`config.mk`:
```
export PLATFORM = sky130hd
export DESIGN_NAME = tgs_trigger_gpio_sequencer
export DESIGN_NICKNAME = d
export VERILOG_FILES = /design/src/tgs_debounce.v /design/src/tgs_trigger_gpio_sequencer.v
export VERILOG_INCLUDE_DIRS = /design/src /design/src/src
export SDC_FILE = /design/constraint.sdc
export NUM_CORES = 1
export LEC_CHECK = 0
export ABC_AREA = 1
export BUFFER_PORTS_ARGS = -buffer_cell sky130_fd_sc_hd__buf_4
export CAP_MARGIN = 10
export CORE_UTILIZATION = 60
export DETAILED_ROUTE_END_ITERATION = 7
export GPL_TIMING_DRIVEN = 0
export PLACE_DENSITY = 0.8
export REMOVE_ABC_BUFFERS = 1
export SLEW_MARGIN = 30
export SYNTH_ARGS = -nofsm -noshare
export SYNTH_HDL_FRONTEND = slang
export SYNTH_SLANG_ARGS = --single-unit
export TNS_END_PERCENT = 10
```
`constraint.sdc`:
```
create_clock -name core_clk -period 7.68 [get_ports core_clk]
set_clock_uncertainty 0.05 [all_clocks]
set_input_delay 1.536 -clock core_clk [delete_from_list [all_inputs] [get_ports core_clk]]
set_output_delay 1.536 -clock core_clk [all_outputs]
set_load 0.02 [all_outputs]
```
`src/tgs_defines.vh`:
```
// constants for the trigger and digital i/o sequencer
`ifndef TGS_DEFINES_VH
`define TGS_DEFINES_VH
// ---------------------------------------------------------------
// register byte offsets
// ---------------------------------------------------------------
`define TGS_OFF_CTRL        12'h000
`define TGS_OFF_DOUT        12'h004
`define TGS_OFF_DELAY       12'h008
`define TGS_OFF_SETTING     12'h00c
`define TGS_OFF_COMPLY      12'h010
`define TGS_OFF_STATUS      12'h014
`define TGS_OFF_INPUT       12'h018
// ---------------------------------------------------------------
// control fields
// ---------------------------------------------------------------
`define TGS_CTRL_CONT       0
`define TGS_CTRL_FUNC0      1
`define TGS_CTRL_FUNC1      2
`define TGS_CTRL_OUT_EN     3
`define TGS_CTRL_AC_MODE    4
`define TGS_CTRL_AC_HV      5
`define TGS_CTRL_RANGE_LSB  8
`define TGS_CTRL_RANGE_W    3
// ---------------------------------------------------------------
// status bits
// ---------------------------------------------------------------
`define TGS_ST_WAIT_EVENT   5
`define TGS_ST_ARM          6
`define TGS_ST_IDLE         10
`define TGS_ST_COMPLIANCE   16
`define TGS_ST_HV_STAGE     17
`define TGS_ST_BUSY         18
// ---------------------------------------------------------------
// compliance setting, tenths of a volt
// ---------------------------------------------------------------
`define TGS_COMP_MIN        12'h00a
`define TGS_COMP_LV_MAX     12'h064
`define TGS_COMP_MAX        12'h3e8
`define TGS_RANGE_TOP       3'h5
`define TGS_COMP_RESET      12'h064
// ---------------------------------------------------------------
// timing
// ---------------------------------------------------------------
`define TGS_CLK_HZ          50000000
`define TGS_PULSE_NS        5000
`define TGS_CLK_NS          20
`define TGS_PULSE_CYC       (`TGS_PULSE_NS / `TGS_CLK_NS)
`define TGS_MS_CYC          (`TGS_CLK_HZ / 1000)
`define TGS_DEBOUNCE_MS     1000
`define TGS_APPLY_CYC       2
`endif

```
`src/tgs_debounce.v`:
```
// compliance annunciator with a slow release
`timescale 1ns/1ps
module tgs_debounce #(
  parameter HOLD_MS = 1000,
  parameter MS_CYC = 50000
) (
  // clock and reset
  input wire core_clk,
  input wire reset,
  // condition
  input wire in_comply,
  output reg flag_reg
);
  reg [15:0] tick_reg;
  reg [15:0] ms_reg;
  wire tick = (tick_reg == MS_CYC - 1);

  // sets at once, clears after a steady second out of compliance
  always @(posedge core_clk or posedge reset) begin
    if (reset) begin
      tick_reg <= 16'h0000;
      ms_reg <= 16'h0000;
      flag_reg <= 1'b0;
    end else if (in_comply) begin
      tick_reg <= 16'h0000;
      ms_reg <= 16'h0000;
      flag_reg <= 1'b1;
    end else if (flag_reg) begin
      tick_reg <= tick ? 16'h0000 : tick_reg + 16'h0001;
      if (tick) begin
        if (ms_reg == HOLD_MS - 1) begin
          flag_reg <= 1'b0;
          ms_reg <= 16'h0000;
        end else begin
          ms_reg <= ms_reg + 16'h0001;
        end
      end
    end
  end
endmodule // tgs_debounce

```
`src/tgs_trigger_gpio_sequencer.v`:
```
// digital i/o and trigger-out sequencer with apb registers
//
// Added by the designer: the APB interface to the registers and the address map.
`timescale 1ns/1ps
`include "tgs_defines.vh"
module tgs_trigger_gpio_sequencer #(
  parameter DEBOUNCE_MS = `TGS_DEBOUNCE_MS,
  parameter MS_CYC = `TGS_MS_CYC,
  parameter PULSE_CYC = `TGS_PULSE_CYC
) (
  // clock and reset
  input wire core_clk,
  input wire reset,
  // apb slave
  input wire psel,
  input wire penable,
  input wire pwrite,
  input wire [11:0] paddr,
  input wire [31:0] pwdata,
  output reg [31:0] prdata,
  output reg pready,
  output reg pslverr,
  // digital pins
  input wire [1:0] din_pin,
  output reg [1:0] dout_pin,
  // source side
  input wire in_comply,
  output reg apply_strobe,
  output reg hv_stage,
  output reg comply_flag
);
  // ---------------------------------------------------------------
  // states
  // ---------------------------------------------------------------
  // binary state codes, idle is the reset state
  localparam ST_IDLE = 3'd0;
  localparam ST_DETECT = 3'd1;
  localparam ST_APPLY = 3'd2;
  localparam ST_DELAY = 3'd3;
  localparam ST_PULSE = 3'd4;

  // ---------------------------------------------------------------
  // registers
  // ---------------------------------------------------------------
  reg [1:0] din_meta_reg;
  reg [1:0] din_sync_reg;
  reg cont_reg;
  reg [1:0] func_reg;
  reg out_en_reg;
  reg ac_mode_reg;
  reg ac_hv_reg;
  reg [2:0] range_reg;
  reg [1:0] level_reg;
  reg [15:0] delay_reg;
  reg [31:0] setting_reg;
  reg [11:0] comp_reg;
  reg event_reg;
  reg [2:0] state_reg;
  reg [2:0] state_next;
  reg [15:0] tick_reg;
  reg [15:0] ms_reg;
  reg [15:0] pulse_reg;
  reg [1:0] apply_reg;
  wire comply_db;

  // writes land only at the edge where the master sees pready high
  wire wr_en = psel & penable & pwrite & pready;
  wire rd_en = psel & penable & ~pwrite;
  wire mapped = (paddr == `TGS_OFF_CTRL) | (paddr == `TGS_OFF_DOUT) |
                (paddr == `TGS_OFF_DELAY) | (paddr == `TGS_OFF_SETTING) |
                (paddr == `TGS_OFF_COMPLY) | (paddr == `TGS_OFF_STATUS) |
                (paddr == `TGS_OFF_INPUT);
  wire in_idle = (state_reg == ST_IDLE);
  wire in_detect = (state_reg == ST_DETECT);
  wire top_range = (range_reg == `TGS_RANGE_TOP);
  wire ms_tick = (tick_reg == MS_CYC - 1);

  // clamp compliance setting to the allowed window for the range
  function [11:0] clamp_comp;
    input [11:0] v;
    input top;
    begin
      if (v < `TGS_COMP_MIN)
        clamp_comp = `TGS_COMP_MIN;
      else if (top && v > `TGS_COMP_LV_MAX)
        clamp_comp = `TGS_COMP_LV_MAX;
      else if (v > `TGS_COMP_MAX)
        clamp_comp = `TGS_COMP_MAX;
      else
        clamp_comp = v;
    end
  endfunction

  // ---------------------------------------------------------------
  // input synchroniser
  // ---------------------------------------------------------------
  always @(posedge core_clk or posedge reset) begin
    if (reset) begin
      din_meta_reg <= 2'h0;
      din_sync_reg <= 2'h0;
    end else begin
      // only the second flop feeds any logic
      din_meta_reg <= din_pin;
      din_sync_reg <= din_meta_reg;
    end
  end

  // ---------------------------------------------------------------
  // register writes and event capture
  // ---------------------------------------------------------------
  wire ctrl_wr = wr_en & (paddr == `TGS_OFF_CTRL);
  wire set_wr = wr_en & (paddr == `TGS_OFF_SETTING);
  wire comp_wr = wr_en & (paddr == `TGS_OFF_COMPLY);
  wire [2:0] range_wdata = pwdata[`TGS_CTRL_RANGE_LSB +: `TGS_CTRL_RANGE_W];
  wire new_out_en = ctrl_wr ? pwdata[`TGS_CTRL_OUT_EN] : out_en_reg;
  // any listed setting change, or the output being turned on
  wire ctrl_change = ctrl_wr & ((pwdata[`TGS_CTRL_OUT_EN] & ~out_en_reg) |
                     (pwdata[`TGS_CTRL_AC_MODE] != ac_mode_reg) |
                     (pwdata[`TGS_CTRL_AC_HV] != ac_hv_reg) |
                     (range_wdata != range_reg));
  wire setting_event = (ctrl_change | set_wr | comp_wr) & new_out_en;

  always @(posedge core_clk or posedge reset) begin
    if (reset) begin
      cont_reg <= 1'b0;
      func_reg <= 2'h0;
      out_en_reg <= 1'b0;
      ac_mode_reg <= 1'b0;
      ac_hv_reg <= 1'b0;
      range_reg <= 3'h0;
      level_reg <= 2'h0;
      delay_reg <= 16'h0000;
      setting_reg <= 32'h0000_0000;
      comp_reg <= `TGS_COMP_RESET;
      event_reg <= 1'b0;
    end else begin
      // a range change re-clamps the stored compliance setting
      if (ctrl_wr) begin
        cont_reg <= pwdata[`TGS_CTRL_CONT];
        func_reg <= {pwdata[`TGS_CTRL_FUNC1], pwdata[`TGS_CTRL_FUNC0]};
        out_en_reg <= pwdata[`TGS_CTRL_OUT_EN];
        ac_mode_reg <= pwdata[`TGS_CTRL_AC_MODE];
        ac_hv_reg <= pwdata[`TGS_CTRL_AC_HV];
        range_reg <= range_wdata;
        comp_reg <= clamp_comp(comp_reg, range_wdata == `TGS_RANGE_TOP);
      end
      if (wr_en && paddr == `TGS_OFF_DOUT)
        level_reg <= pwdata[1:0];
      if (wr_en && paddr == `TGS_OFF_DELAY)
        delay_reg <= pwdata[15:0];
      if (set_wr)
        setting_reg <= pwdata;
      if (comp_wr)
        comp_reg <= clamp_comp(pwdata[11:0], top_range);
      // set wins over the consume of the detect state
      if (setting_event && in_detect)
        event_reg <= 1'b1;
      else if (state_reg != ST_DETECT)
        event_reg <= 1'b0;
      else if (event_reg)
        event_reg <= 1'b0;
    end
  end

  // ---------------------------------------------------------------
  // trigger sequencer
  // ---------------------------------------------------------------
  always @* begin
    state_next = state_reg;
    // events during apply, delay and pulse are dropped
    case (state_reg)
      ST_IDLE:
        if (cont_reg)
          state_next = ST_DETECT;
      ST_DETECT:
        if (!cont_reg)
          state_next = ST_IDLE;
        else if (event_reg)
          state_next = ST_APPLY;
      ST_APPLY:
        if (!cont_reg)
          state_next = ST_IDLE;
        else if (apply_reg == `TGS_APPLY_CYC - 1)
          state_next = ST_DELAY;
      ST_DELAY:
        if (!cont_reg)
          state_next = ST_IDLE;
        else if (ms_reg >= delay_reg)
          state_next = ST_PULSE;
      ST_PULSE:
        if (pulse_reg == PULSE_CYC - 1)
          state_next = cont_reg ? ST_DETECT : ST_IDLE;
      default:
        state_next = ST_IDLE;
    endcase
  end

  always @(posedge core_clk or posedge reset) begin
    if (reset) begin
      state_reg <= ST_IDLE;
      tick_reg <= 16'h0000;
      ms_reg <= 16'h0000;
      pulse_reg <= 16'h0000;
      apply_reg <= 2'h0;
      apply_strobe <= 1'b0;
    end else begin
      state_reg <= state_next;
      apply_strobe <= in_detect & event_reg & cont_reg;
      apply_reg <= (state_reg == ST_APPLY) ? apply_reg + 2'h1 : 2'h0;
      // the ms counter restarts whenever the delay state is left
      if (state_reg == ST_DELAY && state_next == ST_DELAY) begin
        tick_reg <= ms_tick ? 16'h0000 : tick_reg + 16'h0001;
        if (ms_tick)
          ms_reg <= ms_reg + 16'h0001;
      end else begin
        tick_reg <= 16'h0000;
        ms_reg <= 16'h0000;
      end
      pulse_reg <= (state_reg == ST_PULSE) ? pulse_reg + 16'h0001 : 16'h0000;
    end
  end

  // ---------------------------------------------------------------
  // output pins
  // ---------------------------------------------------------------
  genvar i;
  generate
    for (i = 0; i < 2; i = i + 1) begin : g_out
      always @(posedge core_clk or posedge reset) begin
        if (reset)
          dout_pin[i] <= 1'b1;
        // trigger pins idle high and go low during the pulse state
        else if (func_reg[i])
          dout_pin[i] <= ~(state_next == ST_PULSE);
        else
          dout_pin[i] <= level_reg[i];
      end
    end
  endgenerate

  // ---------------------------------------------------------------
  // output stage and compliance annunciator
  // ---------------------------------------------------------------
  tgs_debounce #(
    .HOLD_MS(DEBOUNCE_MS),
    .MS_CYC(MS_CYC)
  ) u_debounce (
    .core_clk(core_clk),
    .reset(reset),
    .in_comply(in_comply),
    .flag_reg(comply_db)
  );

  always @(posedge core_clk or posedge reset) begin
    if (reset) begin
      hv_stage <= 1'b0;
      comply_flag <= 1'b0;
    end else begin
      comply_flag <= comply_db;
      // ac mode uses the select bit, forced low in the top range, dc mode the compliance setting
      if (ac_mode_reg)
        hv_stage <= ac_hv_reg & ~top_range;
      else
        hv_stage <= (comp_reg > `TGS_COMP_LV_MAX);
    end
  end

  // ---------------------------------------------------------------
  // apb read and answer
  // ---------------------------------------------------------------
  reg [31:0] rd_mux;
  always @* begin
    rd_mux = 32'h0000_0000;
    case (paddr)
      `TGS_OFF_CTRL: begin
        rd_mux[`TGS_CTRL_CONT] = cont_reg;
        rd_mux[`TGS_CTRL_FUNC0] = func_reg[0];
        rd_mux[`TGS_CTRL_FUNC1] = func_reg[1];
        rd_mux[`TGS_CTRL_OUT_EN] = out_en_reg;
        rd_mux[`TGS_CTRL_AC_MODE] = ac_mode_reg;
        rd_mux[`TGS_CTRL_AC_HV] = ac_hv_reg;
        rd_mux[`TGS_CTRL_RANGE_LSB +: `TGS_CTRL_RANGE_W] = range_reg;
      end
      `TGS_OFF_DOUT: rd_mux[1:0] = level_reg;
      `TGS_OFF_DELAY: rd_mux[15:0] = delay_reg;
      `TGS_OFF_SETTING: rd_mux = setting_reg;
      `TGS_OFF_COMPLY: rd_mux[11:0] = comp_reg;
      `TGS_OFF_STATUS: begin
        rd_mux[`TGS_ST_WAIT_EVENT] = in_detect;
        rd_mux[`TGS_ST_ARM] = 1'b0;
        rd_mux[`TGS_ST_IDLE] = in_idle;
        rd_mux[`TGS_ST_COMPLIANCE] = comply_flag;
        rd_mux[`TGS_ST_HV_STAGE] = hv_stage;
        rd_mux[`TGS_ST_BUSY] = ~in_idle & ~in_detect;
      end
      `TGS_OFF_INPUT: rd_mux[1:0] = din_sync_reg;
      default: rd_mux = 32'h0000_0000;
    endcase
  end

  always @(posedge core_clk or posedge reset) begin
    if (reset) begin
      prdata <= 32'h0000_0000;
      pready <= 1'b0;
      pslverr <= 1'b0;
    end else begin
      // one wait state: ready rises in the second access cycle
      pready <= psel & penable & ~pready;
      // unmapped offsets answer with an error, and reads of them with zero data
      pslverr <= psel & penable & ~pready & ~mapped;
      if (rd_en && !pready)
        prdata <= rd_mux;
    end
  end
endmodule // tgs_trigger_gpio_sequencer

```
=== Word-level counts from Yosys, hierarchy flattened ===
Index checks and enable logic that the tools add are counted.

* Output and inout bits: 39
* Bits of input ports: 52
* Flip-flop bits (word level): 201
* Logic and storage cells: 167

* Eq/ne operators: 23
* Muxes and demuxes: 51
* Reduce and logical (&&, ||, !) cells: 16
* Magnitude comparators: 7
* $add $sub $neg: 6
* Bitwise operators: 35

{| class="wikitable"
|+ Operator list
! kind !! count
|-
| $mux W16 || 12
|-
| $mux W12 || 8
|-
| $add A16 B1 Y16 const B || 5
|-
| $eq A12 B5 Y1 const B || 3
|-
| $eq A16 B16 Y1 const B || 2
|-
| $eq A12 B4 Y1 const B || 2
|-
| $gt A12 B10 Y1 const B || 2
|-
| $gt A12 B7 Y1 const B || 2
|-
| $lt A12 B4 Y1 const B || 2
|-
| $mux W3 || 8
|-
| $and A1 B1 Y1 || 16
|-
| $eq A16 B10 Y1 const B || 1
|-
| $eq A16 B8 Y1 const B || 1
|-
| $ge A16 B16 Y1 || 1
|-
| $pmux W3 S5 || 1
|-
| $mux W13 || 1
|-
| $eq A12 B3 Y1 const B || 1
|-
| $eq A3 B3 Y1 const B || 4
|-
| $logic_not A12 Y1 || 1
|-
| $pmux W2 S6 || 1
|-
| $pmux W3 S4 || 1
|-
| $or A1 B1 Y1 || 11
|-
| $mux W1 || 10
|-
| $pmux W1 S5 || 2
|-
| 19 further kinds || 40
|}

=== Longest topological paths before layout ===
Gate-level depths: netlist of run 1.

* Depth in word-level cells: 11
* Mapped depth: 14

=== By module ===
Synthesis of run 1 repeated with hierarchy kept, for this count alone.

* Cells, all modules: 1,386
* Area, all modules: 10,821.6 um2

{| class="wikitable"
|+ By module, submodules not included
! module !! area each (um2) !! cells an instance !! seq. area each (um2) !! instances
|-
| tgs_trigger_gpio_sequencer || 8,680.8 || 1,082 || 4,210.3 || 1
|-
| tgs_debounce || 2,140.8 || 304 || 825.8 || 1
|}

=== Worst setup path before layout of run 1 ===
OpenSTA, ideal clock, no wires.

* Kind: input to register
* Start: input port paddr[9]
* End: register setting_reg[24]
* Data arrival time: 2.532 ns
* Required time: 7.505 ns
* Buffers on the path: 1
* Stages on the path: 8
* Library setup time: 0.125 ns
* Setup slack: 4.973 ns
* Cell sequence: nor2_2 -> nand2_2 -> inv_2 -> nand3_1 -> inv_2 -> nand2_2 -> buf_6 -> mux2_4

* Longest elaborated chain between the ends: 2

{| class="wikitable"
|+ RTL lines
! item !! RTL line !! source
|-
| start: declaration || tgs_trigger_gpio_sequencer.v:18 || <nowiki>input wire [11:0] paddr,</nowiki>
|-
| $eq A12 B4 Y1 || -- ||
|-
| $and A1 B1 Y1 || tgs_trigger_gpio_sequencer.v:112 || <nowiki>wire set_wr = wr_en & (paddr == `TGS_OFF_SETTING);</nowiki>
|-
| end signal: assignment || tgs_trigger_gpio_sequencer.v:152 || <nowiki>setting_reg <= pwdata;</nowiki>
|-
| end: declaration || tgs_trigger_gpio_sequencer.v:55 || <nowiki>reg [31:0] setting_reg;</nowiki>
|}

Every way passes these cells.
A chain may end at the register's enable or synchronous reset.

=== Worst setup path after layout of run 1 ===
* Start: input port psel
* End: register prdata[5]

* Longest elaborated chain between the ends: 3

{| class="wikitable"
|+ RTL lines
! item !! RTL line !! source
|-
| start: declaration || tgs_trigger_gpio_sequencer.v:15 || <nowiki>input wire psel,</nowiki>
|-
| $and A1 B1 Y1 (2 in series) || tgs_trigger_gpio_sequencer.v:68 || <nowiki>wire rd_en = psel & penable & ~pwrite;</nowiki>
|-
| $logic_and A1 B1 Y1 || tgs_trigger_gpio_sequencer.v:311 || <nowiki>if (rd_en && !pready)</nowiki>
|-
| end signal: assignment || tgs_trigger_gpio_sequencer.v:312 || <nowiki>prdata <= rd_mux;</nowiki>
|-
| end: declaration || tgs_trigger_gpio_sequencer.v:20 || <nowiki>output reg [31:0] prdata,</nowiki>
|}

Every way passes these cells.

==> flow_metrics.env, run 1 <==
export IMPL_clock_latency_ps=510
export IMPL_ant_nets=0
export IMPL_finalSetupViolCount=0
export IMPL_fraction_of_final_layout_cells_with_drive_strength_greater_than_1_pct=13.96
export IMPL_number_of_antenna_violations_at_the_first_check_in_global_routing=0
export IMPL_totalWireLength_um=25550
export IMPL_path_clk_slew_ps=60
export IMPL_yosysSeqAreaShare_pct=47.04
export IMPL_final_weighted_congestion_of_routability_driven_global_placement=0.9482
export IMPL_synth_top_area_share_pct=45.81
export IMPL_data_arrival_critical_path_ps=3560
export IMPL_cts_resizes=0
export IMPL_core_area_mm2=0.01736
export IMPL_avgRoutedWirePerCell_um=15.08
export IMPL_worst_slew_pin_transition_ps=722.5
export IMPL_vias_in_the_first_global_route=8965
export IMPL_outcome="finished, final reports clean"
export IMPL_final_max_slew_viol_count=0
export IMPL_synth_warning_count=0
export IMPL_report_final_hold_viol_count=0
export IMPL_area_growth_pct=16.08
export IMPL_postSynthRegisterBits=201
export IMPL_drv_max_cap_violation_count=0
export IMPL_holdBufCountCts=0
export IMPL_rsz0062_at_grt="false"
export IMPL_placed_area_mm2=0.01155
export IMPL_cp_required_ps=8020
export IMPL_vias=9406
export IMPL_first_pass_grt_wire_length_um=42550
export IMPL_drt_first_iter_violations=699
export IMPL_timing_critical_path_slowest_stage_cell="sky130_fd_sc_hd__inv_2"
export IMPL_dr_vias_cell=5.553
export IMPL_path_buf_inv=2
export IMPL_cp_max_fo=38
export IMPL_cts_buffers_inserted=22
export IMPL_postSynthCellCount=1366
export IMPL_timing_critical_path_from_type="input pin"
export IMPL_die_x_um=135.6
export IMPL_critical_path_top_delay_family="simple AND/OR/NAND/NOR gates"
export IMPL_cts_htree_levels=1
export IMPL_yosys_top_cells_area="sky130_fd_sc_hd__dfrtp_1, sky130_fd_sc_hd__nand2_1, sky130_fd_sc_hd__inv_1"
export IMPL_mappedNetlistArea_mm2=0.01071
export IMPL_power_per_cell_area_mw_per_mm2=197.5
export IMPL_final_cell_area_mm2=0.01243
export IMPL_post_cts_repair_setup_buffers=0
export IMPL_vdd_ir_drop_max_mv=0.2125
export IMPL_ys_async_sr_fraction_pct=100.0
export IMPL_drt_pass1_iter_count=5
export IMPL_synthFlopType="sky130_fd_sc_hd__dfrtp_1"
export IMPL_whs_ps=303.1
export IMPL_die_area_mm2=0.01838
export IMPL_yosys_top_cells_count="sky130_fd_sc_hd__nand2_1, sky130_fd_sc_hd__dfrtp_1, sky130_fd_sc_hd__inv_1, sky130_fd_sc_hd__nor2_1, sky130_fd_sc_hd__o21ai_0"
export IMPL_synthesis_area_per_instance_um2=7.838
export IMPL_antenna_cells_inserted=0
export IMPL_clock_tree_buffer_depth=3
export IMPL_std_cell_rows=48
export IMPL_design_portCount=91
export IMPL_route_detailed_drc=0
export IMPL_maxClockFrequency_ghz=0.3107
export IMPL_dp_final_hpwl_um=17660
export IMPL_power_static_leakage_nw=5.911
export IMPL_clk_root_buffer_cell="sky130_fd_sc_hd__clkbuf_16"
export IMPL_synth_top_area_cell="sky130_fd_sc_hd__dfrtp_1"
export IMPL_layout_nets=1528
export IMPL_globalRouteTotalUtil_pct=28.92
export IMPL_hp_class="flip-flop to flip-flop"
export IMPL_finalCritPeriodShare_pct=41.91
export IMPL_synth_most_common_cell="sky130_fd_sc_hd__nand2_1"
export IMPL_synth_lib_cells_used_distinct=47
export IMPL_dpl_cell_count=1654
export IMPL_setup_worst_path_class="input pin to flip-flop"
export IMPL_cp_end_kind="flip-flop"
export IMPL_max_slew_margin_pct=51.76
export IMPL_timing_final_ws_setup_ps=4462
export IMPL_final_instance_count_excl_fill=1694
export IMPL_min_period_ps=3218
export IMPL_synth_edff_count=0
export IMPL_floorplan_initialDensity_pct=61.69
export IMPL_clock_sinks=201
export IMPL_detailedPlace_worstSlack_ps=4004
export IMPL_path_cells="buf_4, nand2_1, nor2_2, nand2_2, inv_2, o21ai_0, nor3_1, nor2_1"
export IMPL_die_h_um=135.6
export IMPL_place_port_buffers=90
export IMPL_largest_net_degree_at_the_start_of_global_routing=77
export IMPL_grt_overflow_total=0
export IMPL_cts_tree="built"
export IMPL_crit_path_max_incr_delay_ps=720
==> stage by stage <==
| stage | total power, mW | util, % | TNS [ps] |
|---|---|---|---|
| after floorplan | 1.161 | - | 0 |
| after detailed placement | 1.222 | 66.57 | 0 |
| final | 2.454 | 71.60 | 0 |
| after global routing | 2.527 | 71.60 | 0 |
| after global placement | 1.215 | 66.13 | -310100 |
| after CTS | 2.473 | 71.60 | 0 |
==> area by class of cell <==
| cell class | instances | area, um2 |
|---|---|---|
| clock buffer | 29 | 638.1 |
| clock inverter | 11 | 236.5 |
| timing repair buffer | 92 | 730.7 |
| multi-input combinational | 964 | 4852 |
| inverter | 172 | 653.1 |
| fill | 1373 | 4928 |
| tap | 225 | 281.5 |
| sequential | 201 | 5036 |
==> power by group <==
part | switching, mW | internal, mW
clock | 0.433 | 0.820
combinational | 0.0787 | 0.0439
sequential | 0.00779 | 1.07
==> kinds of logic after synthesis <==
family                     after synthesis  synth area share, %
adders and majority gates               23                2.688
DFF                                    201                47.04
muxes                                   16                2.244
AOI/OAI and AO/OA                      176                8.928
buffers and inverters                  201                7.760
and+or+nand+nor                        728                29.63
xor gates and xnor gates                21                1.718
==> placed cells by master (no fill, tap or decap), types with 5 or more instances in the layout <==
cell	synthesis	final
sky130_fd_sc_hd__dfrtp_1	196	196
sky130_fd_sc_hd__clkbuf_16	0	23
sky130_fd_sc_hd__o21ai_1	12	12
sky130_fd_sc_hd__mux2_4	16	16
sky130_fd_sc_hd__nor2_1	162	162
sky130_fd_sc_hd__inv_2	9	10
sky130_fd_sc_hd__nand2_1	371	370
sky130_fd_sc_hd__xor2_1	17	17
sky130_fd_sc_hd__nor2_2	8	8
sky130_fd_sc_hd__dfstp_2	5	5
sky130_fd_sc_hd__nand2_2	9	9
sky130_fd_sc_hd__nor3_1	39	39
sky130_fd_sc_hd__o21ai_0	100	100
sky130_fd_sc_hd__ha_1	23	23
sky130_fd_sc_hd__nand3_1	77	76
sky130_fd_sc_hd__a21oi_1	33	33
sky130_fd_sc_hd__inv_1	162	160
sky130_fd_sc_hd__bufinv_16	0	7
sky130_fd_sc_hd__nand4_1	36	36
sky130_fd_sc_hd__buf_4	2	90
sky130_fd_sc_hd__a31oi_1	5	5
sky130_fd_sc_hd__nor3_2	10	10
sky130_fd_sc_hd__o22ai_1	7	7
==> worst register-to-register path: stages, from the launching register on <==
cell,delay [ps]
sky130_fd_sc_hd__dfrtp_1,400
sky130_fd_sc_hd__nor2_2,190
sky130_fd_sc_hd__nand2_2,420
sky130_fd_sc_hd__inv_2,730
sky130_fd_sc_hd__o21ai_0,200
sky130_fd_sc_hd__nor3_1,270
sky130_fd_sc_hd__nor2_1,70
==> per-layer routing <==
layer	vias to the layer above	track usage, %	part of all wire, %	wire [um]
li1	4574	-	-	-
met1	4476	39.30	45	11440
met2	315	48.38	47	12030
met3	41	3.442	5.8	1476
met4	0	8.864	2.4	603
met5	-	0	0	0
==> final timing paths <==
kind | end | slack, ps | cells past startpoint | start
max | prdata[5]$_DFFE_PP0P_ | 4460 | 8 | psel
min | din_sync_reg[0]$_DFF_PP0_ | 300 | 0 | din_meta_reg[0]$_DFF_PP0_
max reg2reg | prdata[5]$_DFFE_PP0P_ | 5240 | 6 | pready$_DFF_PP0_
min reg2reg | din_sync_reg[0]$_DFF_PP0_ | 300 | 0 | din_meta_reg[0]$_DFF_PP0_
max in group asynchronous | dout_pin[0]$_DFF_PP1_ | 5840 | 3 | reset
min in group asynchronous | comp_reg[7]$_DFFE_PP0P_ | 990 | 2 | reset
(Power assumes the default switching activity.)
==> run 2: changes to the inputs <==
--- a/config.mk
+++ b/config.mk
@@ -9,10 +9,10 @@
 export ABC_AREA = 1
 export BUFFER_PORTS_ARGS = -buffer_cell sky130_fd_sc_hd__buf_4
 export CAP_MARGIN = 10
-export CORE_UTILIZATION = 60
+export CORE_UTILIZATION = 55
 export DETAILED_ROUTE_END_ITERATION = 7
 export GPL_TIMING_DRIVEN = 0
-export PLACE_DENSITY = 0.8
+export PLACE_DENSITY = 0.77
 export REMOVE_ABC_BUFFERS = 1
 export SLEW_MARGIN = 30
 export SYNTH_ARGS = -nofsm -noshare
==> constraint.sdc (replaced) <==
create_clock -name core_clk -period 2.65 [get_ports core_clk]
set_clock_uncertainty 0.05 [all_clocks]
set_input_delay 0.53 -clock core_clk [delete_from_list [all_inputs] [get_ports core_clk]]
set_output_delay 0.53 -clock core_clk [all_outputs]
set_load 0.02 [all_outputs]
==> run 2 against run 1 <==
  * Critical path depth up 2
  * First-iteration DRC count is 18% lower
  * Via count down 3.1%
  * Sequential cell count did not move
  * Sequential share of layout area increased by 0.082 points
  * Combinational power grew to 2.9 times the previous value
  * Non-clock buffer count up 1
  * Register-to-register slack got worse by 5000 ps
  * Clock power grew to 2.7 times the previous value
  * Sequential power grew to 2.9 times the previous value
==> flow_metrics.env, run 2 (synthesized netlist as in run 1, its figures left out) <==
export IMPL_power_static_leakage_nw=5.877
export IMPL_route_detailed_drc=0
export IMPL_maxClockFrequency_ghz=0.4133
export IMPL_totalWireLength_um=24750
export IMPL_worst_hold_path_endpoint="din_meta_reg[1]$_DFF_PP0_"
export IMPL_design_portCount=91
export IMPL_min_delay_start="din_pin[1]"
export IMPL_holdBufCountCts=1
export IMPL_vias_in_the_first_global_route=8783
export IMPL_cts_buffers_inserted=23
export IMPL_largest_net_degree_at_the_start_of_global_routing=95
export IMPL_power_internal_mw=5.303
export IMPL_rsz0062_at_grt="false"
export IMPL_dp_final_hpwl_um=17530
export IMPL_fraction_of_final_layout_cells_with_drive_strength_greater_than_1_pct=13.87
export IMPL_final_common_cell="sky130_fd_sc_hd__nand2_1"
export IMPL_clock_tree_buffer_depth=3
export IMPL_clockPowerShare_pct=48.8
export IMPL_cts_tree="built"
export IMPL_cp_max_fo=32
export IMPL_vdd_ir_drop_max_mv=0.4933
export IMPL_timing_critical_path_slowest_stage_cell="sky130_fd_sc_hd__nand2_2"
export IMPL_max_slew_margin_pct=51.84
export IMPL_setup_worst_path_class="flip-flop to flip-flop"
export IMPL_grt_overflow_total=0
export IMPL_path_cells="ha_1, nand2_1, inv_1, nand2_1, nand2_1, nor2_1, nand2_1, a21oi_2, nand2_2, nor3_1"
export IMPL_clk_root_buffer_cell="sky130_fd_sc_hd__clkbuf_16"
export IMPL_drv_max_cap_violation_count=0
export IMPL_floorplan_initialDensity_pct=56.67
export IMPL_rrSetupSlack_ps=230
export IMPL_crit_path_max_incr_delay_ps=460
export IMPL_outcome="finished, final reports clean"
export IMPL_layout_nets=1530
export IMPL_vias=9116
export IMPL_critical_path_top_delay_family="simple AND/OR/NAND/NOR gates"
export IMPL_ant_nets=0
export IMPL_dr_vias_cell=5.266
export IMPL_hp_class="input pin to flip-flop"
export IMPL_reg2reg_to="ms_reg[8]$_DFFE_PP0P_"
export IMPL_most_common_layout_cells="sky130_fd_sc_hd__nand2_1, sky130_fd_sc_hd__dfrtp_1, sky130_fd_sc_hd__nor2_1, sky130_fd_sc_hd__inv_1, sky130_fd_sc_hd__o21ai_0"
export IMPL_placed_area_mm2=0.01159
export IMPL_clock_latency_ps=510
export IMPL_sw_frac_of_total_pct=22.04
export IMPL_place_port_buffers=90
export IMPL_min_period_ps=2419
export IMPL_power_mw=6.802
export IMPL_number_of_antenna_violations_at_the_first_check_in_global_routing=0
export IMPL_combPwrFrac_pct=5.2
export IMPL_core_area_mm2=0.01889
export IMPL_seq_power_share_pct=46.0
export IMPL_globalRouteTotalUtil_pct=25.71
export IMPL_power_per_cell_area_mw_per_mm2=548.4
export IMPL_cts_resizes=0
export IMPL_die_h_um=141.5
export IMPL_p_sw_mw=1.499
export IMPL_cp_end_kind="flip-flop"
export IMPL_antenna_cells_inserted=0
export IMPL_final_cell_area_mm2=0.01240
export IMPL_worstReg2RegStart="ms_reg[7]$_DFFE_PP0P_"
export IMPL_finalCritPeriodShare_pct=91.30
export IMPL_die_x_um=141.5
export IMPL_std_cell_rows=50
export IMPL_timing_final_ws_setup_ps=230.5
export IMPL_first_pass_grt_wire_length_um=41990
export IMPL_drt_first_iter_violations=574
export IMPL_cp_required_ps=3000
export IMPL_path_buf_inv=1
export IMPL_worst_slew_pin_transition_ps=719.8
export IMPL_clock_sinks=201
export IMPL_drt_pass1_iter_count=5
export IMPL_avgRoutedWirePerCell_um=14.30
export IMPL_cts_htree_levels=1
export IMPL_report_final_hold_viol_count=0
export IMPL_die_area_mm2=0.02003
export IMPL_path_clk_slew_ps=60
export IMPL_detailedPlace_worstSlack_ps=-27.70
export IMPL_final_max_slew_viol_count=0
export IMPL_reg2regPathDepth=10
export IMPL_cpMostUsedCell="sky130_fd_sc_hd__nand2_1"
export IMPL_data_arrival_critical_path_ps=2770
export IMPL_timing_critical_path_from_type="flip-flop"
export IMPL_finalSetupViolCount=0
export IMPL_post_cts_repair_setup_buffers=0
export IMPL_final_weighted_congestion_of_routability_driven_global_placement=0.9292
export IMPL_timing_hold_worst_path_depth=1
export IMPL_area_growth_pct=15.85
==> run 2: cell count changes in the layout (fill, tap and decap cells not counted) <==
cell / previous run / this run
sky130_fd_sc_hd__inv_6: 0 / 1
sky130_fd_sc_hd__clkinv_2: 2 / 4
sky130_fd_sc_hd__clkinv_4: 1 / 0
sky130_fd_sc_hd__clkbuf_1: 2 / 4
sky130_fd_sc_hd__dlygate4sd3_1: 0 / 1
sky130_fd_sc_hd__clkbuf_8: 4 / 3
sky130_fd_sc_hd__clkinvlp_4: 1 / 2
sky130_fd_sc_hd__bufinv_16: 7 / 4
==> run 2: final cells by class <==
type	instances	area [um2]
Sequential cell	201	5036
Clock inverter	11	163.9
Tap cell	260	325.3
Inverter	172	653.1
Timing Repair Buffer	93	740.7
Fill cell	1605	6490
Clock buffer	30	631.9
Multi-Input combinational cell	964	4852
==> run 2: metal layers <==
metal	track usage, %	part of all wire (%)	up-vias
met3	3.274	5.0	40
met2	43.22	47	226
li1	-	-	4581
met1	35.49	46	4269
met5	0	0	-
met4	6.169	1.9	0
==> run 2: power by group through the flow <==
stage | logic [mW] | registers [mW] | clock network, mW
after detailed placement | 0.358 | 3.18 | 0
after floorplan | 0.155 | 3.21 | 0
final | 0.354 | 3.13 | 3.32
after global routing | 0.393 | 3.13 | 3.49
after CTS | 0.360 | 3.13 | 3.38
after global placement | 0.338 | 3.19 | 0
==> run 2: worst max path at each step <==
stage / from / to / cells past startpoint
global route: pready$_DFF_PP0_ / prdata[10]$_DFFE_PP0P_ / 6
CTS: ms_reg[9]$_DFFE_PP0P_ / ms_reg[8]$_DFFE_PP0P_ / 10
detailed placement: psel / prdata[10]$_DFFE_PP0P_ / 8
global placement: reset / prdata[27]$_DFFE_PP0P_ / 2
floorplan: reset / ac_hv_reg$_DFFE_PP0P_ / 1
finish: ms_reg[7]$_DFFE_PP0P_ / ms_reg[8]$_DFFE_PP0P_ / 10
==> run 2: per-stage QoR <==
step	hold slack, ps	utilization, %	cells	setup TNS [ps]
detailed placement	291.3	61.36	1689	-27.70
CTS	66.99	65.62	1731	0
global route	69.00	65.65	1731	0
global placement	283.7	60.99	1687	-1139710
finish	82.63	65.65	1731	0
floorplan	281.2	-	1337	-676550
